### config.mk
export PLATFORM = sky130hd
export DESIGN_NAME = emb_bus_ctrl
export DESIGN_NICKNAME = d
export VERILOG_FILES = /design/src/rtl/emb_pkg.sv /design/src/rtl/emb_bus_ctrl.sv /design/src/rtl/emb_wait_gen.sv
export VERILOG_INCLUDE_DIRS = /design/src /design/src/rtl
export SDC_FILE = /design/constraint.sdc
export NUM_CORES = 1
export LEC_CHECK = 0
export BUFFER_PORTS_ARGS = -buffer_cell sky130_fd_sc_hd__buf_2
export CAP_MARGIN = 25
export CORE_MARGIN = 3
export CORE_UTILIZATION = 40
export CTS_CLUSTER_DIAMETER = 60
export CTS_CLUSTER_SIZE = 8
export DETAILED_ROUTE_END_ITERATION = 8
export PLACE_DENSITY = 0.66
export SLEW_MARGIN = 10
export SYNTH_ARGS = -nofsm -noshare
export SYNTH_HDL_FRONTEND = slang
export SYNTH_SLANG_ARGS = --single-unit
### constraint.sdc
create_clock -name clk_i -period 4.8 [get_ports clk_i]
set_clock_uncertainty 0.15 [all_clocks]
set_input_delay 0.72 -clock clk_i [delete_from_list [all_inputs] [get_ports clk_i]]
set_output_delay 0.72 -clock clk_i [all_outputs]
set_load 0.05 [all_outputs]
### src/rtl/emb_params.svh
`ifndef EMB_PARAMS_SVH
`define EMB_PARAMS_SVH

// Register byte offsets
`define EMB_OFF_WAIT_CTRL   8'h00
`define EMB_OFF_SYS_CS2     8'h04
`define EMB_OFF_ADDR        8'h08
`define EMB_OFF_WDATA       8'h0C
`define EMB_OFF_CTRL        8'h10
`define EMB_OFF_STATUS      8'h14
`define EMB_OFF_RDATA       8'h18

// Field positions
`define EMB_WS_PROG_LSB     0
`define EMB_WS_DATA_LSB     3
`define EMB_WS_IO_LSB       6
`define EMB_WS_W            3
`define EMB_BOOT_BIT        2
`define EMB_CTRL_SPACE_LSB  0
`define EMB_CTRL_WRITE_BIT  2
`define EMB_CTRL_GO_BIT     3
`define EMB_CTRL_VIS_BIT    4
`define EMB_ST_BUSY_BIT     0
`define EMB_ST_DONE_BIT     1
`define EMB_ST_ILL_BIT      2

// Reset values and constants
`define EMB_WAIT_RESET      9'h000
`define EMB_RESET_VECTOR    16'h0000
`define EMB_RESP_OKAY       2'h0
`define EMB_RESP_SLVERR     2'h2
`define EMB_WS_ZERO         3'h0
`define EMB_ONE             3'h1

`endif

### src/rtl/emb_pkg.sv
package emb_pkg;

  typedef enum logic [1:0] {
    EMB_SPACE_PROG,
    EMB_SPACE_DATA,
    EMB_SPACE_IO,
    EMB_SPACE_BAD
  } emb_space_e;

  typedef enum logic {
    EMB_IDLE,
    EMB_ACCESS
  } emb_state_e;

endpackage : emb_pkg

### src/rtl/emb_bus_ctrl.sv
// Summary of operation
// Space selects idle high; only the addressed space select goes low during access.
// Direction qualifier high by default, low only during an external write.
// Inverse direction qualifier low by default, high only during a write.
// Read strobe low on every external program, data or I/O read.
// Write strobe low on every write; its fall coincides with data drive.
// External-cycle strobe idle high, low for every off-chip access.
// Ready low from outside adds a wait state; ready rechecked each cycle.
// Ready sampled only when at least one software wait state is programmed.
// Boot select low at reset: microcomputer mode, internal program memory at 0000h.
// Boot select high at reset: microprocessor mode, external program at 0000h.
// Boot select level caught at reset is shown in status register bit 2.
// Interface enable low disables bus; data space access raises illegal address.
// Visibility output enable low while data bus is driven in visibility mode.
// Outside decode may use visibility enable to keep other drivers off.
// Sixteen-bit address bus, address line zero carries bit 0.
// Bus control outputs can be placed in high impedance.
// Tristate only when emulation off low, test reset low, emulation pin 0 high.
// Select, cycle strobe and read/write strobe held for whole access incl. waits.
`timescale 1ns/1ns
`include "emb_params.svh"

module emb_bus_ctrl (
  // Clock and reset
  input  wire logic        clk_i,
  input  wire logic        rstn_i,
  // AXI4-Lite write address and data
  input  wire logic [7:0]  s_axi_awaddr,
  input  wire logic        s_axi_awvalid,
  output logic             s_axi_awready,
  input  wire logic [31:0] s_axi_wdata,
  input  wire logic [3:0]  s_axi_wstrb,
  input  wire logic        s_axi_wvalid,
  output logic             s_axi_wready,
  // AXI4-Lite write response
  output logic [1:0]       s_axi_bresp,
  output logic             s_axi_bvalid,
  input  wire logic        s_axi_bready,
  // AXI4-Lite read
  input  wire logic [7:0]  s_axi_araddr,
  input  wire logic        s_axi_arvalid,
  output logic             s_axi_arready,
  output logic [31:0]      s_axi_rdata,
  output logic [1:0]       s_axi_rresp,
  output logic             s_axi_rvalid,
  input  wire logic        s_axi_rready,
  // Mode and emulation pins
  input  wire logic        boot_memory_select_i,
  input  wire logic        external_interface_enable_pin_i,
  input  wire logic        emulation_pin_0_i,
  input  wire logic        emulation_pin_1_off_i,
  input  wire logic        test_reset_i,
  input  wire logic        ready_i,
  // Boot mode
  output logic             boot_external_o,
  output logic [15:0]      reset_vector_o,
  // External bus control
  output logic             program_space_strobe_n_o,
  output logic             data_space_strobe_n_o,
  output logic             io_space_strobe_n_o,
  output logic             read_write_o,
  output logic             write_read_o,
  output logic             read_strobe_n_o,
  output logic             write_strobe_n_o,
  output logic             external_cycle_strobe_n_o,
  output logic             bus_ctrl_oe_n_o,
  output logic             visibility_output_enable_n_o,
  // External address and data
  output logic [15:0]      ext_addr_o,
  input  wire logic [15:0] external_data_bus_i,
  output logic [15:0]      external_data_bus_o,
  output logic             external_data_bus_oe_n_o
);

  emb_pkg::emb_state_e state_reg;
  emb_pkg::emb_space_e space_reg;
  logic [8:0]          wait_ctrl_reg;
  logic [15:0]         addr_reg;
  logic [15:0]         wdata_reg;
  logic [15:0]         rdata_reg;
  logic                write_reg;
  logic                vis_reg;
  logic                done_reg;
  logic                illegal_reg;
  logic                boot_reg;
  logic                aw_got_reg;
  logic                w_got_reg;
  logic [7:0]          awaddr_reg;
  logic [31:0]         wdata_bus_reg;
  logic                bvalid_reg;
  logic [1:0]          bresp_reg;
  logic                rvalid_reg;
  logic [1:0]          rresp_reg;
  logic [31:0]         rdata_bus_reg;

  // Register bus decode
  wire        aw_hs      = s_axi_awvalid & s_axi_awready;
  wire        w_hs       = s_axi_wvalid & s_axi_wready;
  wire        ar_hs      = s_axi_arvalid & s_axi_arready;
  wire        wr_fire    = aw_got_reg & w_got_reg & ~bvalid_reg;
  wire        wr_wait    = wr_fire & (awaddr_reg == `EMB_OFF_WAIT_CTRL);
  wire        wr_addr    = wr_fire & (awaddr_reg == `EMB_OFF_ADDR);
  wire        wr_wdat    = wr_fire & (awaddr_reg == `EMB_OFF_WDATA);
  wire        wr_ctrl    = wr_fire & (awaddr_reg == `EMB_OFF_CTRL);
  wire        wr_stat    = wr_fire & (awaddr_reg == `EMB_OFF_STATUS);
  wire        wr_ro      = (awaddr_reg == `EMB_OFF_SYS_CS2) | (awaddr_reg == `EMB_OFF_RDATA);
  wire        wr_mapped  = wr_ro | (awaddr_reg == `EMB_OFF_WAIT_CTRL) |
                           (awaddr_reg == `EMB_OFF_ADDR) | (awaddr_reg == `EMB_OFF_WDATA) |
                           (awaddr_reg == `EMB_OFF_CTRL) | (awaddr_reg == `EMB_OFF_STATUS);
  wire [31:0] wd         = wdata_bus_reg;

  // Access launch
  wire        go         = wr_ctrl & wd[`EMB_CTRL_GO_BIT];
  wire        busy       = (state_reg == emb_pkg::EMB_ACCESS);
  wire [1:0]  go_space   = wd[`EMB_CTRL_SPACE_LSB +: 2];
  wire        go_bad     = (go_space == emb_pkg::EMB_SPACE_BAD);
  wire        if_en      = external_interface_enable_pin_i;
  wire        launch     = go & ~busy & if_en & ~go_bad;
  // With the interface off there is no external memory; a data access is illegal
  wire        set_ill    = go & ~busy & (go_bad |
                           (~if_en & (go_space == emb_pkg::EMB_SPACE_DATA)));
  wire        refused    = go & ~busy & ~launch;
  wire [2:0]  ws_prog    = wait_ctrl_reg[`EMB_WS_PROG_LSB +: 3];
  wire [2:0]  ws_data    = wait_ctrl_reg[`EMB_WS_DATA_LSB +: 3];
  wire [2:0]  ws_io      = wait_ctrl_reg[`EMB_WS_IO_LSB +: 3];
  wire [2:0]  ws_sel     = (go_space == emb_pkg::EMB_SPACE_PROG) ? ws_prog :
                           (go_space == emb_pkg::EMB_SPACE_DATA) ? ws_data : ws_io;
  logic       acc_done;
  logic [2:0] wait_count;
  logic       ready_sample;

  emb_wait_gen u_wait (
    .clk_i    (clk_i),
    .rstn_i   (rstn_i),
    .start_i  (launch),
    .ws_i     (ws_sel),
    .ready_i  (ready_i),
    .done_o   (acc_done),
    .count_o  (wait_count),
    .sample_o (ready_sample)
  );

  // Pin decode; strobes stay put for the whole access, wait states included
  wire acc_wr = busy & write_reg;
  wire acc_rd = busy & ~write_reg;
  assign program_space_strobe_n_o  = ~(busy & (space_reg == emb_pkg::EMB_SPACE_PROG));
  assign data_space_strobe_n_o     = ~(busy & (space_reg == emb_pkg::EMB_SPACE_DATA));
  assign io_space_strobe_n_o       = ~(busy & (space_reg == emb_pkg::EMB_SPACE_IO));
  assign read_write_o              = ~acc_wr;
  assign write_read_o              = acc_wr;
  assign read_strobe_n_o           = ~acc_rd;
  // Data drive and write strobe share one enable so the edges line up
  assign write_strobe_n_o          = ~acc_wr;
  assign external_data_bus_oe_n_o  = ~acc_wr;
  assign external_cycle_strobe_n_o = ~busy;
  assign visibility_output_enable_n_o = ~(acc_wr & vis_reg);
  // Float only in the emulation condition; the board pulls the pins meanwhile
  assign bus_ctrl_oe_n_o = ~emulation_pin_1_off_i & ~test_reset_i & emulation_pin_0_i;
  assign ext_addr_o          = addr_reg;
  assign external_data_bus_o = wdata_reg;
  assign boot_external_o     = boot_reg;
  assign reset_vector_o      = `EMB_RESET_VECTOR;

  // AXI4-Lite handshake outputs
  assign s_axi_awready = ~aw_got_reg & ~bvalid_reg;
  assign s_axi_wready  = ~w_got_reg & ~bvalid_reg;
  assign s_axi_bvalid  = bvalid_reg;
  assign s_axi_bresp   = bresp_reg;
  assign s_axi_arready = ~rvalid_reg;
  assign s_axi_rvalid  = rvalid_reg;
  assign s_axi_rresp   = rresp_reg;
  assign s_axi_rdata   = rdata_bus_reg;

  // Read mux
  logic [31:0] rd_mux;
  logic        rd_ok;
  always_comb begin
    rd_mux = 32'h0000_0000;
    rd_ok  = 1'b1;
    unique case (s_axi_araddr)
      `EMB_OFF_WAIT_CTRL: rd_mux[8:0] = wait_ctrl_reg;
      `EMB_OFF_SYS_CS2:   rd_mux[`EMB_BOOT_BIT] = boot_reg;
      `EMB_OFF_ADDR:      rd_mux[15:0] = addr_reg;
      `EMB_OFF_WDATA:     rd_mux[15:0] = wdata_reg;
      `EMB_OFF_CTRL: begin
        rd_mux[`EMB_CTRL_SPACE_LSB +: 2] = space_reg;
        rd_mux[`EMB_CTRL_WRITE_BIT]      = write_reg;
        rd_mux[`EMB_CTRL_VIS_BIT]        = vis_reg;
      end
      `EMB_OFF_STATUS: begin
        rd_mux[`EMB_ST_BUSY_BIT] = busy;
        rd_mux[`EMB_ST_DONE_BIT] = done_reg;
        rd_mux[`EMB_ST_ILL_BIT]  = illegal_reg;
      end
      `EMB_OFF_RDATA:     rd_mux[15:0] = rdata_reg;
      default:            rd_ok = 1'b0;
    endcase
  end

  // AXI4-Lite channel state
  always_ff @(posedge clk_i) begin
    if (!rstn_i) begin
      aw_got_reg    <= 1'b0;
      w_got_reg     <= 1'b0;
      awaddr_reg    <= 8'h00;
      wdata_bus_reg <= 32'h0000_0000;
      bvalid_reg    <= 1'b0;
      bresp_reg     <= `EMB_RESP_OKAY;
      rvalid_reg    <= 1'b0;
      rresp_reg     <= `EMB_RESP_OKAY;
      rdata_bus_reg <= 32'h0000_0000;
    end else begin
      if (aw_hs) begin
        aw_got_reg <= 1'b1;
        awaddr_reg <= s_axi_awaddr;
      end
      if (w_hs) begin
        w_got_reg     <= 1'b1;
        wdata_bus_reg <= s_axi_wdata;
      end
      if (wr_fire) begin
        aw_got_reg <= 1'b0;
        w_got_reg  <= 1'b0;
        bvalid_reg <= 1'b1;
        bresp_reg  <= wr_mapped ? `EMB_RESP_OKAY : `EMB_RESP_SLVERR;
      end else if (bvalid_reg && s_axi_bready) begin
        bvalid_reg <= 1'b0;
      end
      if (ar_hs) begin
        rvalid_reg    <= 1'b1;
        rdata_bus_reg <= rd_mux;
        rresp_reg     <= rd_ok ? `EMB_RESP_OKAY : `EMB_RESP_SLVERR;
      end else if (rvalid_reg && s_axi_rready) begin
        rvalid_reg <= 1'b0;
      end
    end
  end

  // Software registers; writes to the words below land only when both low byte-lane strobes are set
  wire lane_lo = &s_axi_wstrb[1:0];
  logic wstrb_lo_reg;
  always_ff @(posedge clk_i) begin
    if (!rstn_i) begin
      wstrb_lo_reg  <= 1'b0;
      wait_ctrl_reg <= `EMB_WAIT_RESET;
      addr_reg      <= 16'h0000;
      wdata_reg     <= 16'h0000;
      vis_reg       <= 1'b0;
    end else begin
      if (w_hs) begin
        wstrb_lo_reg <= lane_lo;
      end
      if (wr_wait && wstrb_lo_reg) begin
        wait_ctrl_reg <= wd[8:0];
      end
      // Address and data are frozen while a cycle runs
      if (wr_addr && wstrb_lo_reg && !busy) begin
        addr_reg <= wd[15:0];
      end
      if (wr_wdat && wstrb_lo_reg && !busy) begin
        wdata_reg <= wd[15:0];
      end
      if (wr_ctrl && wstrb_lo_reg) begin
        vis_reg <= wd[`EMB_CTRL_VIS_BIT];
      end
    end
  end

  // Bus cycle state and sticky flags; a new event beats a clear in the same cycle
  always_ff @(posedge clk_i) begin
    if (!rstn_i) begin
      state_reg   <= emb_pkg::EMB_IDLE;
      space_reg   <= emb_pkg::EMB_SPACE_PROG;
      write_reg   <= 1'b0;
      rdata_reg   <= 16'h0000;
      done_reg    <= 1'b0;
      illegal_reg <= 1'b0;
    end else begin
      unique case (state_reg)
        emb_pkg::EMB_IDLE: begin
          if (launch) begin
            state_reg <= emb_pkg::EMB_ACCESS;
            space_reg <= emb_pkg::emb_space_e'(go_space);
            write_reg <= wd[`EMB_CTRL_WRITE_BIT];
          end
        end
        emb_pkg::EMB_ACCESS: begin
          if (acc_done) begin
            state_reg <= emb_pkg::EMB_IDLE;
            if (!write_reg) begin
              rdata_reg <= external_data_bus_i;
            end
          end
        end
      endcase
      if (acc_done || refused) begin
        done_reg <= 1'b1;
      end else if (wr_stat && wd[`EMB_ST_DONE_BIT]) begin
        done_reg <= 1'b0;
      end
      if (set_ill) begin
        illegal_reg <= 1'b1;
      end else if (wr_stat && wd[`EMB_ST_ILL_BIT]) begin
        illegal_reg <= 1'b0;
      end
    end
  end

  // Boot level caught on every clocked edge while reset is held
  always_ff @(posedge clk_i) begin
    if (!rstn_i) begin
      boot_reg <= boot_memory_select_i;
    end
  end
endmodule : emb_bus_ctrl

### src/rtl/emb_wait_gen.sv
`timescale 1ns/1ns
`include "emb_params.svh"

module emb_wait_gen (
  // Clock and reset
  input  wire logic       clk_i,
  input  wire logic       rstn_i,
  // Control
  input  wire logic       start_i,
  input  wire logic [2:0] ws_i,
  input  wire logic       ready_i,
  // Status
  output logic            done_o,
  output logic [2:0]      count_o,
  output logic            sample_o
);

  logic       active_reg;
  logic       active_next;
  logic [2:0] cnt_reg;
  logic [2:0] cnt_next;
  logic       use_ready_reg;
  logic       cnt_zero;

  assign cnt_zero = (cnt_reg == `EMB_WS_ZERO);
  // Ready is looked at only once the programmed wait states have run out
  assign sample_o = active_reg & cnt_zero & use_ready_reg;
  // Not ready: one more cycle, then ready is sampled again
  assign done_o   = active_reg & cnt_zero & (~use_ready_reg | ready_i);
  assign count_o  = cnt_reg;

  always_comb begin
    active_next = active_reg;
    cnt_next    = cnt_reg;
    if (start_i) begin
      active_next = 1'b1;
      cnt_next    = ws_i;
    end else if (done_o) begin
      active_next = 1'b0;
    end else if (active_reg && !cnt_zero) begin
      cnt_next = cnt_reg - `EMB_ONE;
    end
  end

  always_ff @(posedge clk_i) begin
    if (!rstn_i) begin
      active_reg    <= 1'b0;
      cnt_reg       <= `EMB_WS_ZERO;
      use_ready_reg <= 1'b0;
    end else begin
      active_reg <= active_next;
      cnt_reg    <= cnt_next;
      if (start_i) begin
        use_ready_reg <= (ws_i != `EMB_WS_ZERO);
      end
    end
  end

endmodule : emb_wait_gen

# [Yosys cells after proc, flatten, opt, wreduce, memory -nomap -nowiden]
# Cells that the tools add are included.
[word_totals] regBits=119 in_bits=81
[classes] addsub=1 eq_ne=17 muxes=27 bitwise_logic=56 n_reduce_logical=32
[ops] cell="equality test 8 x 5 -> 1 bit, second input constant" n=6
[ops] cell="equality test 8 x 4 -> 1 bit, second input constant" n=4
[ops] cell="AND 1 bit" n=29
[ops] cell="one-hot mux 7 bit (3 select lines)" n=1
[ops] cell="NOT 1 bit" n=19
[ops] cell="equality test 8 x 3 -> 1 bit, second input constant" n=2
[ops] cell="logical NOT 8 bit" n=2
[ops] cell="one-hot mux 4 bit (4 select lines)" n=1
[ops] cell="two-way mux 3 bit" n=5
[ops] cell="two-way mux 1 bit" n=13
[ops] cell="one-hot mux 2 bit (6 select lines)" n=1
[ops] cell="nonzero test 2 bit" n=6
[ops] cell="logical AND 1 bit" n=11
[ops] cell="OR 1 bit" n=8
[ops] cell="one-hot mux 1 bit (7 select lines)" n=1
[ops] cell="OR reduction 7 bit" n=1
[ops] cell="AND reduction 2 bit" n=3
[ops] cell="one-hot mux 1 bit (5 select lines)" n=1
[ops] cell="equality test 2 x 1 -> 1 bit, second input constant" n=2
[ops] cell="equality test 2 bit, second input constant" n=2
[ops] cell="logical NOT 2 bit" n=2
[ops] cell="two-way mux 2 bit" n=2
[ops] cell="one-hot mux 1 bit (4 select lines)" n=1
[ops] cell="logical NOT 3 bit" n=1
[ops] cell="other kinds (8)" n=9

# [Logic depth before layout (Yosys ltp)]
# Gate-level depths: netlist (run 1).
[logic_depth] word_depth=11 mapped_depth=8

# [By module]
# A second synthesis (run 1) with hierarchy kept.
[hier_totals] cells_unflattened=628 area_unflattened_um2=5410.2
[modules_own_cells] module="emb_bus_ctrl" n_inst=1 cells_each=595 area_each_um2=5106.1 seq_area_each_um2=2252.2
[modules_own_cells] module="emb_wait_gen" n_inst=1 cells_each=33 area_each_um2=304.0 seq_area_each_um2=100.1

# [Worst setup path before layout (run 1)]
# OpenSTA, ideal clock, no wires.
[synth_timing] kind="input to output" from="input port test_reset_i" to="output port bus_ctrl_oe_n_o" arrival_time_ns=1.878 required_time_ns=3.930 slack_ns=2.052 cell_stages=1 path_buffers=0 cell_sequence="nor3b_1"
[synth_via] elab_chain_len=3
[synth_lines] element="from (decl)" line_no="emb_bus_ctrl.sv:52" rtl="input wire logic test_reset_i,"
[synth_lines] element="NOT 1 bit" line_no="emb_bus_ctrl.sv:158" rtl="assign bus_ctrl_oe_n_o = ~emulation_pin_1_off_i & ~test_reset_i & emulation_pin_0_i;"
[synth_lines] element="AND 1 bit (2 in series)" line_no="emb_bus_ctrl.sv:158"
[synth_lines] element="to (decl)" line_no="emb_bus_ctrl.sv:66" rtl="output logic bus_ctrl_oe_n_o,"
# Every way passes these cells.

# [Worst setup path after layout (run 1)]
[layout_timing] from="register awaddr_reg[0]" to="register wdata_reg[5], in the netlist external_data_bus_o[5]"
[layout_via] elab_chain_len=4
[layout_lines] element="from (decl)" line_no="emb_bus_ctrl.sv:88" rtl="logic [7:0] awaddr_reg;"
[layout_lines] element="from (signal assigned)" line_no="emb_bus_ctrl.sv:215" rtl="awaddr_reg <= s_axi_awaddr;"
[layout_lines] element="equality test 8 x 4 -> 1 bit (no line)"
[layout_lines] element="AND 1 bit" line_no="emb_bus_ctrl.sv:103" rtl="wire wr_wdat = wr_fire & (awaddr_reg == `EMB_OFF_WDATA);"
[layout_lines] element="logical AND 1 bit (2 in series)" line_no="emb_bus_ctrl.sv:260" rtl="if (wr_wdat && wstrb_lo_reg && !busy) begin"
[layout_lines] element="to (signal assigned)" line_no="emb_bus_ctrl.sv:261" rtl="wdata_reg <= wd[15:0];"
[layout_lines] element="to (decl)" line_no="emb_bus_ctrl.sv:79" rtl="logic [15:0] wdata_reg;"
# Every way passes these cells.
# A chain may end at the register's enable or synchronous reset.

==> results of run 1 <==
-- where the power goes --
group          internal, mW  switching (mW)
logic                0.0508           0.157
registers             0.992          0.0224
clock network         0.855           0.454
total                  1.90           0.634
-- final cells by class --
cell class,instances,area (um2),area share (%)
Multi-Input combinational cell,455,2540,39.3
Sequential cell,117,2350,36.4
Timing Repair Buffer,133,687,10.6
Clock buffer,20,467,7.22
Tap cell,172,215,3.33
Clock inverter,12,153,2.36
Inverter,14,52.6,0.813
-- stage by stage --
| stage | utilization, % | setup WS [ns] | hold WS (ns) | cells |
|---|---|---|---|---|
| CTS | 50.8 | 2.37 | 0.301 | 922 |
| global route | 50.8 | 2.30 | 0.326 | 923 |
| detailed placement | 45.9 | 2.10 | 0.289 | 890 |
| finish | 50.8 | 2.40 | 0.295 | 923 |
| floorplan | - | 2.05 | 0.286 | 659 |
| global placement | 45.7 | 1.96 | 0.286 | 888 |
-- cell families (layout without fill, tap and decap cells) --
group                    Yosys count  in the layout  synth area share (%)
adder cells (fa/ha/maj)            2              2                 0.476
AO/OA/AOI/OAI                    135            135                  15.3
AND/OR/NAND/NOR                  241            241                  21.5
buffers and inverters             87            179                  9.40
multiplexers                      42             42                  8.45
XOR/XNOR                           1              1                 0.167
flip-flops                       117            117                  44.7
other                              1             34                0.0713
-- placed cells by master (no fill, tap or decap), types with 3 or more instances in the layout --
cell	instances
sky130_fd_sc_hd__conb_1	34
sky130_fd_sc_hd__mux2_2	9
sky130_fd_sc_hd__bufinv_16	3
sky130_fd_sc_hd__a21oi_2	10
sky130_fd_sc_hd__nor2_1	38
sky130_fd_sc_hd__nand3b_1	3
sky130_fd_sc_hd__a31oi_1	3
sky130_fd_sc_hd__clkbuf_8	3
sky130_fd_sc_hd__a21oi_1	48
sky130_fd_sc_hd__a22o_1	4
sky130_fd_sc_hd__a22oi_1	9
sky130_fd_sc_hd__clkinv_2	3
sky130_fd_sc_hd__clkinvlp_4	4
sky130_fd_sc_hd__nand3_1	31
sky130_fd_sc_hd__buf_2	129
sky130_fd_sc_hd__clkbuf_16	17
sky130_fd_sc_hd__and2_1	4
sky130_fd_sc_hd__nand2_1	124
sky130_fd_sc_hd__nand4b_1	3
sky130_fd_sc_hd__o21ai_0	45
sky130_fd_sc_hd__nand2b_1	6
sky130_fd_sc_hd__mux2i_1	32
sky130_fd_sc_hd__nand2_2	10
sky130_fd_sc_hd__inv_1	13
sky130_fd_sc_hd__a211oi_1	3
sky130_fd_sc_hd__dfxtp_1	116
-- how the worst min path moves through the flow --
stage	endpoint	cells past startpoint	slack, ns
after CTS	s_axi_rdata[11]$_SDFFE_PN0P_	2	0.30
after floorplan	awaddr_reg[6]$_SDFFE_PN0P_	2	0.29
after detailed placement	s_axi_rdata[11]$_SDFFE_PN0P_	2	0.29
after global routing	boot_external_o$_DFFE_PN_	1	0.33
final	s_axi_rdata[11]$_SDFFE_PN0P_	2	0.30
after global placement	s_axi_rdata[12]$_SDFFE_PN0P_	2	0.29
-- per-layer routing --
metal / wire (um) / vias to the layer above / share of wire [%] / global-route usage [%]
li1: - / 2297 / - / -
met3: 906 / 22 / 6.5 / 5.10
met4: 242 / 0 / 1.7 / 6.37
met2: 6370 / 140 / 46 / 29.0
met1: 6470 / 2110 / 46 / 25.4
met5: 0 / - / 0 / 0
-- critical path, stage by stage (launching register included) --
cell	delay, ns
sky130_fd_sc_hd__dfxtp_1	0.31
sky130_fd_sc_hd__or4_4	0.57
sky130_fd_sc_hd__or3_4	0.40
sky130_fd_sc_hd__or2_1	0.54
sky130_fd_sc_hd__nand2_2	0.20
sky130_fd_sc_hd__a21oi_2	0.06
==> impl_metrics.toml, run 1 <==
[status]
run_status = "finished clean"

[cells_and_area]
design_area_um2 = 6460
area_growth_syn_to_layout_pct = 22.9
nNetsFinal = 821
fillerInstances = 1272
post_route_cells_drive_above_1_share_pct = 27.2
num_antenna_cells = 0

[worst_hold_path]
hold_start = "s_axi_rdata[11]$_SDFFE_PN0P_"
hp-class = "flip-flop to flip-flop"

[detailed_routing]
firstDrtPassIters = 5
drc = 0
dr_total_vias = 4569
drtIter0Drc = 401
routedWlPerCell_um = 15.2
routed_wl_um = 14000
route.detailed.vias_per_inst = 4.95
antenna_violating_nets_post_route = 0

[pwr]
cellLeakagePower_nw = 2.62
design_power_total_mw = 2.53
power.ir.vdd_worst_mv = 0.243
power_density_nw_per_um2 = 392

[placed_design]
gp_congestion = 0.811
io_buf_count = 129
hpwlAfterDp_um = 10100
postPlaceCellArea_um2 = 5840

[yosys]
syn_inst_count = 626
netlist.area_leader.share_pct = 44.2
number_of_synthesis_warnings = 0
synth_largest_area_cell = "sky130_fd_sc_hd__dfxtp_1"
ys_async_sr_fraction_pct = 0
synthesis.area_per_instance_um2 = 8.40
synthMostInstantiatedCell = "sky130_fd_sc_hd__nand2_1"
synth-main-ff-cell = "sky130_fd_sc_hd__dfxtp_1"
synth.cell_area_um2 = 5260
synth.top_cells.by_area = "sky130_fd_sc_hd__dfxtp_1 44%, sky130_fd_sc_hd__nand2_1 8.9%, sky130_fd_sc_hd__mux2i_1 6.1%"
synth.cells.most_frequent = "124 x sky130_fd_sc_hd__nand2_1, 116 x sky130_fd_sc_hd__dfxtp_1, 48 x sky130_fd_sc_hd__a21oi_1, 45 x sky130_fd_sc_hd__o21ai_0, 39 x sky130_fd_sc_hd__nor2_1"
ys_seq_elements = 117
synth_cell_types = 53
synth-edff-count = 1
synth.yosys.seq_area_share_pct = 44.7

[timing]
max_clock_freq_mhz = 417
worst-slew-pin-transition_ns = 0.877
post-route-period-util_pct = 49.9
timing.final.setup_violations = 0
finalWorstPathRequiredPeriod_ns = 2.40
totalNegativeSetupSlack_ns = 0
timing.max_slew.rel_slack_pct = 41.5
rsz0062_at_grt = "no"
finalHoldViolCount = 0
timing_max_transition_violations_final = 0

[clocking]
cts_setup_buffers = 0
ctsRootBufferMaster = "sky130_fd_sc_hd__clkbuf_16"
cts_buffers = 17
cts_hold_repair.buffers = 0
post_cts.resized_instances = 0
clk_pin_slew_worst_paths_ns = 0.06
worstSkewPairLatency_ns = 0.41
clockBufferDepth = 2
cts_tree = "yes"
cts.sinks = 117
clock_tree.htree_level_count = 4

[grt]
grt_first_pass_wirelength_um = 21600
antenna_violations_before_repair = 0
overflow = 0
grt_max_degree = 74
grt_pass1_vias = 4194
grtUsageTotal_pct = 18.8

[floorplan]
die_height_um = 121
floorplan.die_area_um2 = 14600
starting_density_pct = 41.3
die_x_um = 121
io_pins = 182
row_count = 41
placeableCoreArea_um2 = 12700

[setup_path]
category_of_the_critical_setup_timing_path = "flip-flop to flip-flop"
crit_required_ns = 4.91
crit_arrival_ns = 2.51
r2r.worst_path.cells = 5
timing.rr.end = "external_data_bus_o[5]$_SDFFE_PN0P_"
setup.worst_path.start_class = "flip-flop"
timing.critical_path.to_type = "flip-flop"
crit_start = "awaddr_reg[0]$_SDFFE_PN0P_"
r2r-start = "awaddr_reg[0]$_SDFFE_PN0P_"
critPathCapture = "external_data_bus_o[5]$_SDFFE_PN0P_"
crit_path_max_fanout = 16
rrSetupSlack_ns = 2.40

[run]
max_cap_violations = 0
(Power assumes the default switching activity.)
==> run 2, diff against run 1 <==
- clock period: 4.8 -> 2.3 ns (I/O delays scaled with it)
==> run 2 against run 1 <==
  * Total power is 110% higher
  * Hold slack worse by 0.27 ns
  * Clock-buffer cell count increased by 3
  * Sequential cell count is the same
  * First-iteration DRC count decreased by 9.0%
  * Combinational power is 110% higher
  * Core utilization rose by 0.67 points
  * Non-clock buffer count is 10 higher
  * Global-route usage grew 0.31 points
  * Critical path depth rose by 1
==> impl_metrics.toml, run 2 (synthesis results as in run 1) <==
[setup_path]
crit_required_ns = 2.43
setup.worst_path.start_class = "flip-flop"
critical_path.max_stage_delay_ns = 0.56
r2r.worst_path.cells = 6
cp_slowest_cell = "sky130_fd_sc_hd__or4_4"
timing.rr.end = "external_data_bus_o[14]$_SDFFE_PN0P_"
crit_path_max_fanout = 16
r2r-start = "awaddr_reg[0]$_SDFFE_PN0P_"
crit_arrival_ns = 2.29
category_of_the_critical_setup_timing_path = "flip-flop to flip-flop"
rrSetupSlack_ns = 0.14
timing.critical_path.to_type = "flip-flop"
cp_cell_instances = "or4_4 -> or3_4 -> or2_1 -> buf_4 -> nand2_2 -> a21oi_2"

[clocking]
clk_pin_slew_worst_paths_ns = 0.05
worstSkewPairLatency_ns = 0.41
cts_setup_buffers = 0
ctsRootBufferMaster = "sky130_fd_sc_hd__clkbuf_16"
clock_tree.htree_level_count = 4
clockBufferDepth = 2
cts_tree = "yes"
cts_buffers = 17
cts.sinks = 117

[detailed_routing]
dr_total_vias = 4588
antenna_violating_nets_post_route = 0
firstDrtPassIters = 5
routed_wl_um = 13800
routedWlPerCell_um = 14.8
drc = 0
route.detailed.vias_per_inst = 4.92
drtIter0Drc = 365

[cells_and_area]
num_antenna_cells = 0
nNetsFinal = 831
area_growth_syn_to_layout_pct = 24.6
mostFrequentLayoutCells = "129 x sky130_fd_sc_hd__buf_2, 124 x sky130_fd_sc_hd__nand2_1, 116 x sky130_fd_sc_hd__dfxtp_1"
finish.cell_count_without_fillers = 933
post_route_cells_drive_above_1_share_pct = 27.6
final_common_cell = "sky130_fd_sc_hd__buf_2"

[timing]
totalNegativeSetupSlack_ns = 0
hold-worst-slack_ns = 0.0215
timing.max_slew.rel_slack_pct = 60.6
timing_max_transition_violations_final = 0
rsz0062_at_grt = "no"
finalWorstPathRequiredPeriod_ns = 2.16
post-route-period-util_pct = 93.7
max_clock_freq_mhz = 464
finalHoldViolCount = 0
worst-slew-pin-transition_ns = 0.589
timing.final.setup_violations = 0
fin_ws_ns = 0.144

[pwr]
combinationalPowerShare_pct = 8.4
cellLeakagePower_nw = 2.68
power.ir.vdd_worst_mv = 0.493
design_power_total_mw = 5.26
power_density_nw_per_um2 = 803
p_clk_share_pct = 51.3
power_report.internal_total_mw = 4.00
switching_share_pct = 24.0
power.sequential.fraction_pct = 40.3
p_sw_mw = 1.26

[grt]
grtUsageTotal_pct = 19.1
grt_max_degree = 45
antenna_violations_before_repair = 0
overflow = 0
grt_first_pass_wirelength_um = 21900
grt_pass1_vias = 4287

[floorplan]
io_pins = 182
placeableCoreArea_um2 = 12700
row_count = 41
die_height_um = 121
floorplan.die_area_um2 = 14600
die_x_um = 121
starting_density_pct = 41.3

[placed_design]
place_ws_ns = 0.145
number_of_cells_after_detailed_placement = 898
hpwlAfterDp_um = 10200
gp_congestion = 0.806
io_buf_count = 129

[run]
max_cap_violations = 0

[worst_hold_path]
hold_path_end = "rdata_reg[11]$_SDFFE_PN0P_"
worst_hold_path.num_cells = 3
hold_start = "external_data_bus_i[11]"
hp-class = "primary input to flip-flop"

[status]
run_status = "finished clean"
==> run 2: critical path, delay by kind of cell (launching register included) <==
kind	cells	cell delay (ns)
buf+inv	1	0.21
compound gates	1	0.05
simple gates	4	1.29
flops	1	0.31
==> run 2: metrics by stage <==
step	cell area, um2	util, %
final	6550	51.5
after global routing	6550	51.5
after CTS	6530	51.4
after detailed placement	5900	46.4
after global placement	5900	46.4
after floorplan	5390	-
==> run 2: final cells by class <==
class	instances	area, um2
well taps	172	215
clock buffers	23	489
multi-input cells	455	2550
inverters	14	52.6
repair buffers	143	768
clock inverters	9	123
flip-flops and latches	117	2350
fillers	1241	6170
==> run 2: how the worst max path moves through the flow <==
stage | from | endpoint | cells after the start
2_1_floorplan | busy$_SDFF_PN0_ | visibility_output_enable_n_o | 4
6_report | awaddr_reg[0]$_SDFFE_PN0P_ | external_data_bus_o[14]$_SDFFE_PN0P_ | 6
3_3_place_gp | awaddr_reg[0]$_SDFFE_PN0P_ | external_data_bus_o[15]$_SDFFE_PN0P_ | 6
5_1_grt | awaddr_reg[0]$_SDFFE_PN0P_ | u_wait.count_o[2]$_SDFFE_PN0P_ | 4
4_1_cts | awaddr_reg[0]$_SDFFE_PN0P_ | external_data_bus_o[14]$_SDFFE_PN0P_ | 6
3_5_place_dp | awaddr_reg[0]$_SDFFE_PN0P_ | external_data_bus_o[14]$_SDFFE_PN0P_ | 6
==> run 2: power groups by stage <==
| stage | Sequential, mW | Clock (mW) | Combinational (mW) |
|---|---|---|---|
| 3_5_place_dp | 2.16 | 0 | 0.435 |
| 4_1_cts | 2.12 | 2.74 | 0.440 |
| 3_3_place_gp | 2.16 | 0 | 0.430 |
| 5_1_grt | 2.12 | 2.85 | 0.480 |
| 2_1_floorplan | 2.16 | 0 | 0.364 |
| 6_report | 2.12 | 2.70 | 0.443 |
==> run 2: routing by layer <==
layer | routed length (um) | track usage [%]
met5 | 0 | 0
met1 | 6350 | 25.8
met3 | 907 | 5.61
met2 | 6360 | 29.2
met4 | 180 | 6.44
==> run 2: what timing repair did <==
action | in CTS | in global routing
endpoints found under the hold margin | 2 | 0
gates resized for setup | 0 | 1
hold buffers | 2 | 0
endpoints found under the setup margin | 0 | 2
